[src/common/cms_pkg.sv]
// Constants and types shared by the clock multiplier and system clock selector.
//
// Contract
// - Multiplier output runs at four times its input, then scaled.
// - Input select: 00 internal/2, 01 external, 10 external/2, 11 internal.
// - Scale codes 000-010 by 1, 011 2/3, 100 1/2, 101 2/5, 110 1/3, 111 2/7.
// - Scales 2/3, 2/5 and 2/7 may have unequal high and low time.
// - Control bit 7 enables the multiplier when set.
// - Initialize is zero while enabling; writing one once enabled starts initialization.
// - Read-only bit 5 shows one once the multiplier has locked.
// - Inputs below about 1.6 MHz give bursts of four fast pulses, then a gap.
// - Source select: 00 internal, 01 external, 10 multiplier, 11 real-time-clock oscillator.
// - Source may switch while running; software selects only settled sources.
// - External oscillator stays available to timers whatever source is selected.
// - Output divide: 00 undivided, 01 by 2, 10 by 4, 11 by 8.
// - Hardware sets crystal valid once the external oscillator has settled.
// - Internal oscillator may be selected right after being enabled.
// - Select register bits 7-6, 3 and reserved bit 2 read zero.
// - Crystal valid reads zero unless a crystal mode is selected.
`default_nettype none
package cms_pkg;
    // Register addresses and reset value.
    localparam logic [7:0] ADDR_SYSTEM_CLOCK_SEL = 8'ha9;
    localparam logic [7:0] ADDR_MULT_CTRL = 8'hab;
    localparam logic [7:0] REG_RESET = 8'h00;
    // Field positions in the multiplier control register.
    localparam int MC_ENABLE_BIT = 7;
    localparam int MC_INIT_BIT = 6;
    localparam int MC_LOCKED_BIT = 5;
    localparam int MC_SCALE_MSB = 4;
    localparam int MC_SCALE_LSB = 2;
    localparam int MC_SEL_MSB = 1;
    localparam int MC_SEL_LSB = 0;
    localparam logic [7:0] MC_STORE_MASK = 8'h9f;
    // Field positions in the system clock select register.
    localparam int SC_DIV_MSB = 5;
    localparam int SC_DIV_LSB = 4;
    localparam int SC_SRC_MSB = 1;
    localparam int SC_SRC_LSB = 0;
    localparam logic [7:0] SC_STORE_MASK = 8'h33;
    // Oscillator pin indices in the synchroniser bank.
    localparam int OSC_INT = 0;
    localparam int OSC_EXT = 1;
    localparam int OSC_RTC = 2;
    localparam int OSC_SETTLED = 3;
    localparam int OSC_PINS = 4;
    // External oscillator mode bits 2:1 equal to this mean a crystal mode.
    localparam logic [1:0] XOSC_CRYSTAL = 2'h3;
    // Multiplier timing.
    localparam int MULT_FACTOR = 4;
    localparam int HALF_TICKS = 2 * MULT_FACTOR;
    localparam int TICK_SHIFT = $clog2(HALF_TICKS);
    localparam logic [2:0] SCALE_MIN_N = 3'h2;
    localparam int PERIOD_W = 16;
    localparam int LOCK_EDGES = 4;
    localparam real CLOCK_MHZ = 125.0;
    localparam real MIN_MULT_INPUT_FREQ_MHZ = 1.6;
    localparam int BURST_SPACING_CYC = int'($floor(CLOCK_MHZ / (MIN_MULT_INPUT_FREQ_MHZ * HALF_TICKS)));
    // Encodings.
    typedef enum logic [1:0] {MSEL_INT_HALF, MSEL_EXT, MSEL_EXT_HALF, MSEL_INT} cms_mult_in_t;
    typedef enum logic [1:0] {SRC_INT, SRC_EXT, SRC_MULT, SRC_RTC} cms_src_t;
    typedef enum logic [1:0] {LK_IDLE, LK_LOCKING, LK_LOCKED} cms_lock_state_t;
    typedef enum logic [1:0] {SW_RUN, SW_WAIT_OLD, SW_WAIT_NEW} cms_sw_state_t;
endpackage : cms_pkg
`default_nettype wire

[src/common/cms_sw_if.sv]
// Interface between the controller and the glitch-free source switch.
`timescale 1ns/10ps
`default_nettype none
interface cms_sw_if;
    logic [3:0] src;
    logic [1:0] sel_req;
    logic clk_out;
    logic busy;
    modport ctrl (output src, output sel_req, input clk_out, input busy);
    modport sw (input src, input sel_req, output clk_out, output busy);
endinterface : cms_sw_if
`default_nettype wire

[src/logic/cms_clock_switch.sv]
// Glitch-free system clock source switch.
`timescale 1ns/10ps
`default_nettype none
module cms_clock_switch (
    // Clock and reset.
    input wire logic clock_i,
    input wire logic rst_b_i,
    // Controller side.
    cms_sw_if.sw sw
);
    import cms_pkg::*;

    cms_sw_state_t state_reg;
    logic [1:0] act_reg;
    logic [1:0] pend_reg;
    logic out_reg;

    // The old source is left only in its low phase and the new one is joined only in
    // its low phase, so no shortened high pulse reaches the system clock.
    always_ff @(posedge clock_i) begin
        if (!rst_b_i) begin
            state_reg <= SW_RUN;
            act_reg <= SRC_INT;
            pend_reg <= SRC_INT;
            out_reg <= 1'b0;
        end else begin
            case (state_reg)
                SW_RUN: begin
                    out_reg <= sw.src[act_reg];
                    if (sw.sel_req != act_reg) begin
                        pend_reg <= sw.sel_req;
                        state_reg <= SW_WAIT_OLD;
                    end
                end
                SW_WAIT_OLD: begin
                    out_reg <= sw.src[act_reg];
                    if (!sw.src[act_reg]) begin
                        out_reg <= 1'b0;
                        state_reg <= SW_WAIT_NEW;
                    end
                end
                default: begin
                    out_reg <= 1'b0;
                    if (!sw.src[pend_reg]) begin
                        act_reg <= pend_reg;
                        state_reg <= SW_RUN;
                    end
                end
            endcase
        end
    end

    assign sw.clk_out = out_reg;
    assign sw.busy = (state_reg != SW_RUN);
endmodule : cms_clock_switch
`default_nettype wire

[src/logic/cms_clock_ctrl.sv]
// Clock multiplier, system clock selection and clock output divider.
`timescale 1ns/10ps
`default_nettype none
module cms_clock_ctrl (
    // Clock and reset.
    input wire logic clock_i,
    input wire logic rst_b_i,
    // Special-function register port.
    input wire logic [7:0] sfr_addr_i,
    input wire logic [7:0] sfr_wdata_i,
    input wire logic sfr_wr_i,
    output logic [7:0] sfr_rdata_o,
    // Oscillator pins and external oscillator status.
    input wire logic int_osc_i,
    input wire logic ext_osc_i,
    input wire logic rtc_osc_i,
    input wire logic ext_osc_settled_i,
    input wire logic [2:0] ext_osc_mode_i,
    // Clock outputs.
    output logic system_clock_o,
    output logic clock_out_pin_o,
    output logic ext_timer_clk_o,
    output logic mult_clock_o,
    // Status outputs.
    output logic crystal_valid_o,
    output logic mult_locked_o
);
    import cms_pkg::*;

    logic [OSC_PINS-1:0] osc_meta_reg;
    logic [OSC_PINS-1:0] osc_sync_reg;
    logic [OSC_PINS-1:0] osc_prev_reg;
    logic [OSC_PINS-1:0] osc_rise;
    logic [7:0] system_clock_sel_reg;
    logic [7:0] mult_ctrl_reg;
    logic [7:0] rdata_reg;
    logic int_half_reg;
    logic ext_half_reg;
    logic mult_in;
    logic mult_in_prev_reg;
    logic in_rise;
    logic mult_enable;
    logic init_write;
    cms_lock_state_t lock_state_reg;
    logic [2:0] lock_cnt_reg;
    logic locked_reg;
    logic [PERIOD_W-1:0] period_cnt_reg;
    logic [PERIOD_W-1:0] period_reg;
    logic [PERIOD_W-1:0] spacing;
    logic [PERIOD_W-1:0] space_cnt_reg;
    logic [3:0] ticks_left_reg;
    logic half_tick_reg;
    logic [2:0] scale_n;
    logic [2:0] phase_reg;
    logic [2:0] phase_next;
    logic mult_clk_reg;
    logic sys_prev_reg;
    logic [2:0] div_cnt_reg;
    logic clk_pin_reg;
    logic ext_timer_reg;
    logic xtal_valid_reg;

    cms_sw_if sw_bus ();

    // Every oscillator pin is foreign to this clock, so each passes two flops first;
    // the edge detector compares the second stage with a third flop that delays it.
    genvar g;
    generate
        for (g = 0; g < OSC_PINS; g++) begin : g_sync
            always_ff @(posedge clock_i) begin
                if (!rst_b_i) begin
                    osc_meta_reg[g] <= 1'b0;
                    osc_sync_reg[g] <= 1'b0;
                    osc_prev_reg[g] <= 1'b0;
                end else begin
                    osc_meta_reg[g] <= (g == OSC_INT) ? int_osc_i :
                                       (g == OSC_EXT) ? ext_osc_i :
                                       (g == OSC_RTC) ? rtc_osc_i : ext_osc_settled_i;
                    osc_sync_reg[g] <= osc_meta_reg[g];
                    osc_prev_reg[g] <= osc_sync_reg[g];
                end
            end
            assign osc_rise[g] = osc_sync_reg[g] & ~osc_prev_reg[g];
        end
    endgenerate

    // Software write decoding.
    assign mult_enable = mult_ctrl_reg[MC_ENABLE_BIT];
    assign init_write = sfr_wr_i && (sfr_addr_i == ADDR_MULT_CTRL) && sfr_wdata_i[MC_INIT_BIT];

    // Clock select register; unused and reserved bits are never stored.
    always_ff @(posedge clock_i) begin
        if (!rst_b_i) begin
            system_clock_sel_reg <= REG_RESET;
        end else if (sfr_wr_i && sfr_addr_i == ADDR_SYSTEM_CLOCK_SEL) begin
            system_clock_sel_reg <= sfr_wdata_i & SC_STORE_MASK;
        end
    end

    // Multiplier control register. Initialize is only accepted when the multiplier
    // was already enabled before this write, so a single write of enable and
    // initialize together leaves initialize clear.
    always_ff @(posedge clock_i) begin
        if (!rst_b_i) begin
            mult_ctrl_reg <= REG_RESET;
        end else if (sfr_wr_i && sfr_addr_i == ADDR_MULT_CTRL) begin
            mult_ctrl_reg <= sfr_wdata_i & MC_STORE_MASK;
            mult_ctrl_reg[MC_INIT_BIT] <= sfr_wdata_i[MC_INIT_BIT] & mult_enable
                & sfr_wdata_i[MC_ENABLE_BIT];
        end
    end

    // Read data is registered; it shows the addressed register one cycle later.
    always_ff @(posedge clock_i) begin
        if (!rst_b_i) begin
            rdata_reg <= REG_RESET;
        end else if (sfr_addr_i == ADDR_SYSTEM_CLOCK_SEL) begin
            rdata_reg <= system_clock_sel_reg & SC_STORE_MASK;
        end else if (sfr_addr_i == ADDR_MULT_CTRL) begin
            rdata_reg <= {mult_ctrl_reg[MC_ENABLE_BIT:MC_INIT_BIT], locked_reg,
                mult_ctrl_reg[MC_SCALE_MSB:MC_SEL_LSB]};
        end else begin
            rdata_reg <= REG_RESET;
        end
    end

    // Halved copies of the internal and external oscillators.
    always_ff @(posedge clock_i) begin
        if (!rst_b_i) begin
            int_half_reg <= 1'b0;
            ext_half_reg <= 1'b0;
        end else begin
            int_half_reg <= int_half_reg ^ osc_rise[OSC_INT];
            ext_half_reg <= ext_half_reg ^ osc_rise[OSC_EXT];
        end
    end

    // Multiplier input selection.
    always_comb begin
        case (cms_mult_in_t'(mult_ctrl_reg[MC_SEL_MSB:MC_SEL_LSB]))
            MSEL_INT_HALF: mult_in = int_half_reg;
            MSEL_EXT: mult_in = osc_sync_reg[OSC_EXT];
            MSEL_EXT_HALF: mult_in = ext_half_reg;
            default: mult_in = osc_sync_reg[OSC_INT];
        endcase
    end

    // Rising edges of the selected multiplier input.
    always_ff @(posedge clock_i) begin
        if (!rst_b_i) begin
            mult_in_prev_reg <= 1'b0;
        end else begin
            mult_in_prev_reg <= mult_in;
        end
    end
    assign in_rise = mult_in & ~mult_in_prev_reg;

    // Lock sequencer: initialization runs for a fixed count of input edges before
    // ready is shown. Dropping enable returns to idle at once.
    always_ff @(posedge clock_i) begin
        if (!rst_b_i) begin
            lock_state_reg <= LK_IDLE;
            lock_cnt_reg <= 3'h0;
            locked_reg <= 1'b0;
        end else if (!mult_enable) begin
            lock_state_reg <= LK_IDLE;
            lock_cnt_reg <= 3'h0;
            locked_reg <= 1'b0;
        end else begin
            case (lock_state_reg)
                LK_IDLE: begin
                    locked_reg <= 1'b0;
                    if (init_write && sfr_wdata_i[MC_ENABLE_BIT]) begin
                        lock_state_reg <= LK_LOCKING;
                        lock_cnt_reg <= 3'h0;
                    end
                end
                LK_LOCKING: begin
                    if (in_rise) begin
                        lock_cnt_reg <= lock_cnt_reg + 3'h1;
                        if (lock_cnt_reg == 3'(LOCK_EDGES - 1)) begin
                            lock_state_reg <= LK_LOCKED;
                            locked_reg <= 1'b1;
                        end
                    end
                end
                default: begin
                    locked_reg <= 1'b1;
                    if (init_write) begin
                        lock_state_reg <= LK_LOCKING;
                        lock_cnt_reg <= 3'h0;
                        locked_reg <= 1'b0;
                    end
                end
            endcase
        end
    end

    // Input period measurement in system cycles, saturating for very slow inputs.
    always_ff @(posedge clock_i) begin
        if (!rst_b_i) begin
            period_cnt_reg <= '0;
            period_reg <= '0;
        end else if (in_rise) begin
            period_reg <= period_cnt_reg;
            period_cnt_reg <= PERIOD_W'(1);
        end else if (period_cnt_reg != '1) begin
            period_cnt_reg <= period_cnt_reg + PERIOD_W'(1);
        end
    end

    // Half-tick spacing: an eighth of the input period, never slower than the
    // spacing for the minimum input frequency. A slow input therefore gives a fast
    // burst and then waits for its next edge.
    always_comb begin
        spacing = period_reg >> TICK_SHIFT;
        if (spacing > PERIOD_W'(BURST_SPACING_CYC)) begin
            spacing = PERIOD_W'(BURST_SPACING_CYC);
        end
        if (spacing == '0) begin
            spacing = PERIOD_W'(1);
        end
    end

    // Half-tick generator: eight half ticks per input edge, four output periods at scale 1.
    always_ff @(posedge clock_i) begin
        if (!rst_b_i) begin
            ticks_left_reg <= 4'h0;
            space_cnt_reg <= '0;
            half_tick_reg <= 1'b0;
        end else if (!mult_enable) begin
            ticks_left_reg <= 4'h0;
            space_cnt_reg <= '0;
            half_tick_reg <= 1'b0;
        end else if (in_rise) begin
            ticks_left_reg <= 4'(HALF_TICKS - 1);
            space_cnt_reg <= spacing;
            half_tick_reg <= 1'b1;
        end else if (ticks_left_reg != 4'h0 && space_cnt_reg <= PERIOD_W'(1)) begin
            ticks_left_reg <= ticks_left_reg - 4'h1;
            space_cnt_reg <= spacing;
            half_tick_reg <= 1'b1;
        end else begin
            if (ticks_left_reg != 4'h0) begin
                space_cnt_reg <= space_cnt_reg - PERIOD_W'(1);
            end
            half_tick_reg <= 1'b0;
        end
    end

    // Scaling: the output period spans N half ticks, N being the scale code with a
    // floor of two. Odd N gives the shorter high time.
    assign scale_n = (mult_ctrl_reg[MC_SCALE_MSB:MC_SCALE_LSB] < SCALE_MIN_N) ?
        SCALE_MIN_N : mult_ctrl_reg[MC_SCALE_MSB:MC_SCALE_LSB];
    assign phase_next = (phase_reg >= scale_n - 3'h1) ? 3'h0 : phase_reg + 3'h1;

    always_ff @(posedge clock_i) begin
        if (!rst_b_i) begin
            phase_reg <= 3'h0;
            mult_clk_reg <= 1'b0;
        end else if (!mult_enable) begin
            phase_reg <= 3'h0;
            mult_clk_reg <= 1'b0;
        end else if (half_tick_reg) begin
            phase_reg <= phase_next;
            mult_clk_reg <= (phase_next < (scale_n >> 1));
        end
    end

    // Source switch. The internal oscillator is offered with no readiness gate.
    assign sw_bus.src = {osc_sync_reg[OSC_RTC], mult_clk_reg, osc_sync_reg[OSC_EXT], osc_sync_reg[OSC_INT]};
    assign sw_bus.sel_req = system_clock_sel_reg[SC_SRC_MSB:SC_SRC_LSB];

    cms_clock_switch u_switch (
        .clock_i(clock_i),
        .rst_b_i(rst_b_i),
        .sw(sw_bus.sw)
    );

    // Output divider counts system clock rising edges; bit k is the clock over 2^(k+1).
    always_ff @(posedge clock_i) begin
        if (!rst_b_i) begin
            sys_prev_reg <= 1'b0;
            div_cnt_reg <= 3'h0;
            clk_pin_reg <= 1'b0;
        end else begin
            sys_prev_reg <= sw_bus.clk_out;
            if (sw_bus.clk_out && !sys_prev_reg) begin
                div_cnt_reg <= div_cnt_reg + 3'h1;
            end
            case (system_clock_sel_reg[SC_DIV_MSB:SC_DIV_LSB])
                2'h0: clk_pin_reg <= sw_bus.clk_out;
                2'h1: clk_pin_reg <= div_cnt_reg[0];
                2'h2: clk_pin_reg <= div_cnt_reg[1];
                default: clk_pin_reg <= div_cnt_reg[2];
            endcase
        end
    end

    // External oscillator to the timers and crystal valid flag.
    always_ff @(posedge clock_i) begin
        if (!rst_b_i) begin
            ext_timer_reg <= 1'b0;
            xtal_valid_reg <= 1'b0;
        end else begin
            ext_timer_reg <= osc_sync_reg[OSC_EXT];
            xtal_valid_reg <= (ext_osc_mode_i[2:1] == XOSC_CRYSTAL) && osc_sync_reg[OSC_SETTLED];
        end
    end

    // Output assignments; each comes from a flop.
    assign sfr_rdata_o = rdata_reg;
    assign system_clock_o = sw_bus.clk_out;
    assign clock_out_pin_o = clk_pin_reg;
    assign ext_timer_clk_o = ext_timer_reg;
    assign mult_clock_o = mult_clk_reg;
    assign crystal_valid_o = xtal_valid_reg;
    assign mult_locked_o = locked_reg;
endmodule : cms_clock_ctrl
`default_nettype wire

[config.mk]
export PLATFORM = sky130hd
export DESIGN_NAME = cms_clock_ctrl
export DESIGN_NICKNAME = d
export VERILOG_FILES = /design/src/common/cms_pkg.sv /design/src/common/cms_sw_if.sv /design/src/logic/cms_clock_switch.sv /design/src/logic/cms_clock_ctrl.sv
export SDC_FILE = /design/constraint.sdc
export NUM_CORES = 1
export LEC_CHECK = 0
export BUFFER_PORTS_ARGS = -buffer_cell sky130_fd_sc_hd__buf_4
export CORE_MARGIN = 10
export CORE_UTILIZATION = 59
export DETAILED_ROUTE_END_ITERATION = 10
export PLACE_DENSITY_LB_ADDON = 0.05
export REMOVE_ABC_BUFFERS = 1
export SLEW_MARGIN = 40
export SYNTH_ARGS = -nofsm -noshare
export SYNTH_HDL_FRONTEND = slang
export SYNTH_SLANG_ARGS = --single-unit
[constraint.sdc]
create_clock -name clock_i -period 2.8 [get_ports clock_i]
set_input_delay 0.56 -clock clock_i [delete_from_list [all_inputs] [get_ports clock_i]]
set_output_delay 0.56 -clock clock_i [all_outputs]
set_load 0.05 [all_outputs]
== Word-level counts from Yosys, hierarchy flattened ==
Index checks and enable logic that the tools add are counted.

* Add/subtract/negate cells: 7
* Order comparisons: 7
* Equality and inequality tests: 18
* Muxes and demuxes: 40
* Bitwise logic cells: 15
* Reductions and logical operators: 29

{| class="wikitable"
|+ Operator list
! cell !! count
|-
| $mux W16 || 4
|-
| $mux W3 || 7
|-
| $add A16 B1 Y16 const B || 1
|-
| $eq A8 B8 Y1 const B || 2
|-
| $le A16 B1 Y1 const B || 1
|-
| $logic_not A16 Y1 || 1
|-
| $ne A16 B16 Y1 const B || 1
|-
| $sub A16 B1 Y16 const B || 1
|-
| $mux W2 || 7
|-
| $gt A13 B4 Y1 const B || 1
|-
| $mux W13 || 1
|-
| $mux W6 || 2
|-
| $mux W1 || 10
|-
| $add A3 B1 Y3 const B || 3
|-
| $eq A2 B1 Y1 const B || 4
|-
| $logic_not A2 Y1 || 4
|-
| $ne A2 B2 Y1 const B || 4
|-
| $not A1 Y1 || 8
|-
| $pmux W2 S2 || 2
|-
| $reduce_and A2 Y1 || 4
|-
| $logic_and A1 B1 Y1 || 7
|-
| $eq A2 B2 Y1 const B || 3
|-
| $lt A2 B3 Y1 const B || 2
|-
| $pmux W1 S3 || 2
|-
| 22 further kinds || 34
|}

* Register bits: 108
* Bits of input ports: 26
* Output and inout port bits: 14
* Logic and storage cells: 153

== Depth between registers and ports, before layout ==
* Depth in word-level cells: 6
* Gate-level depth with buffers: 12
* Depth with buffers taken out: 12

== Cells and area by module ==
From an unflattened synthesis, not the netlist that was laid out.

* Cells, all modules: 516
* Area total of the unflattened synthesis: 4702.0 um^2

{| class="wikitable"
|+ Modules (own cells, without submodules)
! module !! times used !! cells each !! area an instance (um^2) !! sequential area each (um^2)
|-
| cms_clock_ctrl || 1 || 483 || 4359.2 || 1961.9
|-
| cms_clock_switch || 1 || 33 || 342.8 || 140.1
|}

== Worst setup path after synthesis ==
No wires, ideal clock.

* Path type: register to register
* Start point: reg mult_ctrl_reg[4]
* End point: reg mult_clk_reg, in the netlist mult_clock_o
* Setup time: 0.128 ns
* Arrival time: 2.220 ns
* Required time: 2.672 ns
* Setup slack: 0.453 ns
* Stages on the path, launching flop included: 12
* Period minus slack after synthesis: 2.347 ns
* Cell sequence: dfxtp_1 > o21ai_0 > ha_1 > ha_1 > a21o_1 > a21oi_1 > and2_1 > ha_1 > a21oi_1 > a211o_1 > a31oi_1 > nor2_1

* Cells in the longest elaborated chain, start to end: 6

{| class="wikitable"
|+ Ends and longest elaborated chain
! what !! RTL line !! source
|-
| start, declared || cms_clock_ctrl.sv:35 || <nowiki>logic [7:0] mult_ctrl_reg;</nowiki>
|-
| start signal, assigned || cms_clock_ctrl.sv:107 || <nowiki>mult_ctrl_reg <= sfr_wdata_i & MC_STORE_MASK;</nowiki>
|-
| start signal, assigned by index || cms_clock_ctrl.sv:108 || <nowiki>mult_ctrl_reg[MC_INIT_BIT] <= sfr_wdata_i[MC_INIT_BIT] & mult_enable</nowiki>
|-
| $lt A3 B2 Y1 || cms_clock_ctrl.sv:253 || <nowiki>assign scale_n = (mult_ctrl_reg[MC_SCALE_MSB:MC_SCALE_LSB] < SCALE_MIN_N) ?</nowiki>
|-
| $mux W3 (*) || cms_clock_ctrl.sv:253 ||
|-
| $sub A3 B1 Y3 (*) || cms_clock_ctrl.sv:255 || <nowiki>assign phase_next = (phase_reg >= scale_n - 3'h1) ? 3'h0 : phase_reg + 3'h1;</nowiki>
|-
| $ge A3 B3 Y1 (*) || cms_clock_ctrl.sv:255 ||
|-
| $mux W3 (*) || cms_clock_ctrl.sv:255 ||
|-
| via phase_next[1] || cms_clock_ctrl.sv:55 || <nowiki>logic [2:0] phase_next;</nowiki>
|-
| $lt A3 B2 Y1 (*) || cms_clock_ctrl.sv:266 || <nowiki>mult_clk_reg <= (phase_next < (scale_n >> 1));</nowiki>
|-
| end signal, assigned || cms_clock_ctrl.sv:266 ||
|-
| end, declared || cms_clock_ctrl.sv:56 || <nowiki>logic mult_clk_reg;</nowiki>
|}

The timed path passes the listed nets; every way through them passes the cells marked *.
A chain may end at the register's enable or synchronous reset.

== Worst setup path in the final report ==
Ends and elaborated chain as after synthesis.

==> metrics.md <==
| Metric | Value |
|---|---|
| Status | `complete, no violations` |
| Pwr Total | `2.62 mW` |
| CP top delay family | `adder cells` |
| CTS Buffer Depth | `2` |
| Mapped Cells | `between 500 and 600` |
| Top cells by area, synth | `dfxtp_1 (45%), nand2_1 (4.3%), a21boi_0 (3.9%), ha_1 (3.8%), nor2_1 (3.6%)` |
| Largest family of logic cells by synthesized area | `simple AND/OR/NAND/NOR gates` |
| Final Cycle Share | `0.937` |
| DR DRC count | `0` |
| Most used DFF post-synth | `dfxtp_1` |
| Max-slew violations | `0` |
| Worst path slowest cell | `dfxtp_1` |
| Port bufs | `38` |
| Startpoint Class | `flip-flop` |
| Post_cts resized | `0` |
| Number of global-route vias before repair | `between 3000 and 4000` |
| Relative slew slack | `0.532` |
| Yosys top cell area share | `0.451` |
| Die area | `around 12000 um^2` |
| CP Class | `reg2reg` |
| Core Rows | `32` |
| Cell Chain, Critical Path | `inv_1 -> nor2_1 -> ha_1 -> ha_1 -> a21o_1 -> a21oi_1 -> and2_1 -> ha_1 -> a21oi_1 -> a211o_1 -> a31oi_1 -> nor2_1` |
| P_leak | `roughly 2.1 nW` |
| DIE WIDTH | `approximately 110 um` |
| RePlAce Congestion | `slightly above 0.8` |
| Fin nets | `just under 600` |
| Clock transition at path regs | `~0.1 ns` |
| Root Buffer | `clkbuf_8` |
| Synthesized area per cell | `just over 9 um^2` |
| Maximum VDD drop | `0.393 mV` |
| Detailed-route via count | `3651` |
| Setup TNS | `0 ns` |
| Worst-margin pin slew | `about 0.70 ns` |
| Setup Fix Bufs, Post-CTS | `0` |
| # H-tree levels | `3` |
| Hold-fix buffers, CTS | `0` |
| Post-synthesis sequential area ratio | `0.451` |
| Global route total overflow | `0` |
| Post-synthesis mux area share | `0.0497` |
| EDFF count, synth | `0` |
| Setup slack at placement | `0.230 ns` |
| Drt first pass iters | `4` |
| # placed instances | `636` |
| Synth Area in XOR/XNOR | `0.0527` |
| I/O pins | `40` |
| Synth Area in Adders | `0.0376` |
| Top post-synthesis cells by count | `dfxtp_1 (105), nand2_1 (53), nor2_1 (45)` |
| Routed WL | `9120 um` |
| Setup violators final | `0` |
| CP Capture Type | `flip-flop` |
| Unrepaired setup endpoints after global routing | `no` |
| Power Dens Cells | `~500 nW/um^2` |
| Worst path bufs/invs | `1` |
| Largest net degree at the start of global routing | `32` |
| Crit path required time | `between 3 and 4 ns` |
| Setup Skew | `between 0.01 and 0.015 ns` |
| Initial antenna violation count | `0` |
| Fraction of layout cells with a size suffix above 1 | `0.131` |
| Latest clock arrival within the worst-skew pair | `about 0.37 ns` |
| WL per Instance | `roughly 14 um` |
| Post-Synth Simple-Gate Area | `0.235` |
| Tmin final | `approximately 2.6 ns` |
| Fin worst setup slack | `~0.18 ns` |
| Compound-Gate Fraction of Synth Area | `0.144` |
| Final hold viol count | `0` |
| Async S/R FF share, synth | `0` |
| GRT Resource Usage Total | `0.161` |
| Max incr delay on CP | `between 0.4 and 0.5 ns` |
| CTS tree | `built` |
| CTS buffer count | `9` |
| Cell Count, Final, Fillers Out | `652` |
| Synth Cell Area | `~4700 um^2` |
| Count leader, synth | `dfxtp_1` |
| Initial Utilization | `0.606` |
| Die height | `109 um` |
| Max Freq | `around 380 MHz` |
| Placeable Area | `a little under 8000 um^2` |
| CP arrival | `approximately 2.9 ns` |
| Worst min path class | `in2reg` |
| Max-cap viol count | `0` |
| Drt via density | `5.60` |
| First-pass GRT wire length | `roughly 16000 um` |
| Area leader, netlist | `dfxtp_1` |
| Post-DRT Antenna Nets | `0` |
| Hold slack | `0.388 ns` |
| Area Growth Syn to Fin | `12.8%` |
| CP dominant cell by count | `ha_1` |
| Post-synthesis register bit count | `between 100 and 150` |
| Clk sinks | `105` |
| HPWL Detailed | `6610 um` |
| Ant diodes | `0` |
| Crit-path max FO | `5` |
| Yosys warnings | `0` |
| Netlist cell types | `a little under 50` |
| DRT iter0 DRCs | `approximately 110` |
-- worst register-to-register path: stages (launching register included) --
cell and delay (ns):
dfxtp_1 0.45, inv_1 0.09, nor2_1 0.14, ha_1 0.25
ha_1 0.28, a21o_1 0.18, a21oi_1 0.10, and2_1 0.16
ha_1 0.29, a21oi_1 0.07, a211o_1 0.27, a31oi_1 0.17
nor2_1 0.06
-- area by class of cell --
type	instances	area (um^2)
Timing Repair Buffer	44	330
Multi-Input combinational cell	369	2420
Fill cell	655	2430
Sequential cell	105	2100
Clock buffer	9	124
Inverter	16	60.1
Clock inverter	7	90.1
Tap cell	102	128
-- final timing paths --
path | slack (ns) | endpoint | depth (start not counted) | startpoint
setup reg to reg | 0.18 | mult_clock_o | 12 | mult_ctrl_reg[4]
setup / recovery | 0.18 | mult_clock_o | 12 | mult_ctrl_reg[4]
hold reg to reg | 0.45 | osc_sync_reg[0] | 1 | osc_meta_reg[0]
hold / removal | 0.39 | osc_meta_reg[2] | 2 | rtc_osc_i
-- where the power goes --
part / switching, mW / internal, mW
Combinational: 0.0659 / 0.0589
Clock: 0.548 / 0.431
Sequential: 0.00832 / 1.51
-- cell families after synthesis --
kind of cell             count (synthesis)
AO/OA/AOI/OAI                           97
XOR/XNOR                                28
flip-flops                             105
AND/OR/NAND/NOR                        212
buffers and inverters                   36
multiplexers                            18
adder cells (fa/ha/maj)                 14
-- layout by cell type, fill, tap and decap left out, drive strengths merged, types with 4 or more instances in the layout --
cell type	netlist	final
mux4	4	4
inv	16	18
nor4	4	4
dfxtp	105	105
nand2b	6	6
o21a	4	4
nand2	53	53
xnor2	10	10
o21ai	16	16
nor2b	12	12
mux2i	13	13
nand3	14	14
a21oi	18	18
o211ai	6	6
and2	25	25
buf	0	44
or4	5	5
nor3	8	8
clkbuf	20	9
a31oi	8	8
a21boi	24	24
and3	13	13
nor2	46	46
ha	14	14
or3	4	4
nand4	11	11
o31ai	4	4
xor2	18	18
-- per-layer routing --
metal | part of all wire | track usage | vias to the layer above
li1 | - | - | 1865
met1 | 0.47 | 0.194 | 1713
met2 | 0.49 | 0.270 | 63
met3 | 0.034 | 0.0442 | 10
met4 | 0.011 | 0.0546 | 0
met5 | 0 | 0 | -
-- through the flow --
step	utilization	area, um^2
floorplan	-	4580
global placement	0.655	5040
detailed placement	0.655	5040
CTS	0.683	5250
global route	0.683	5250
finish	0.683	5250
(Power assumes the default switching activity.)
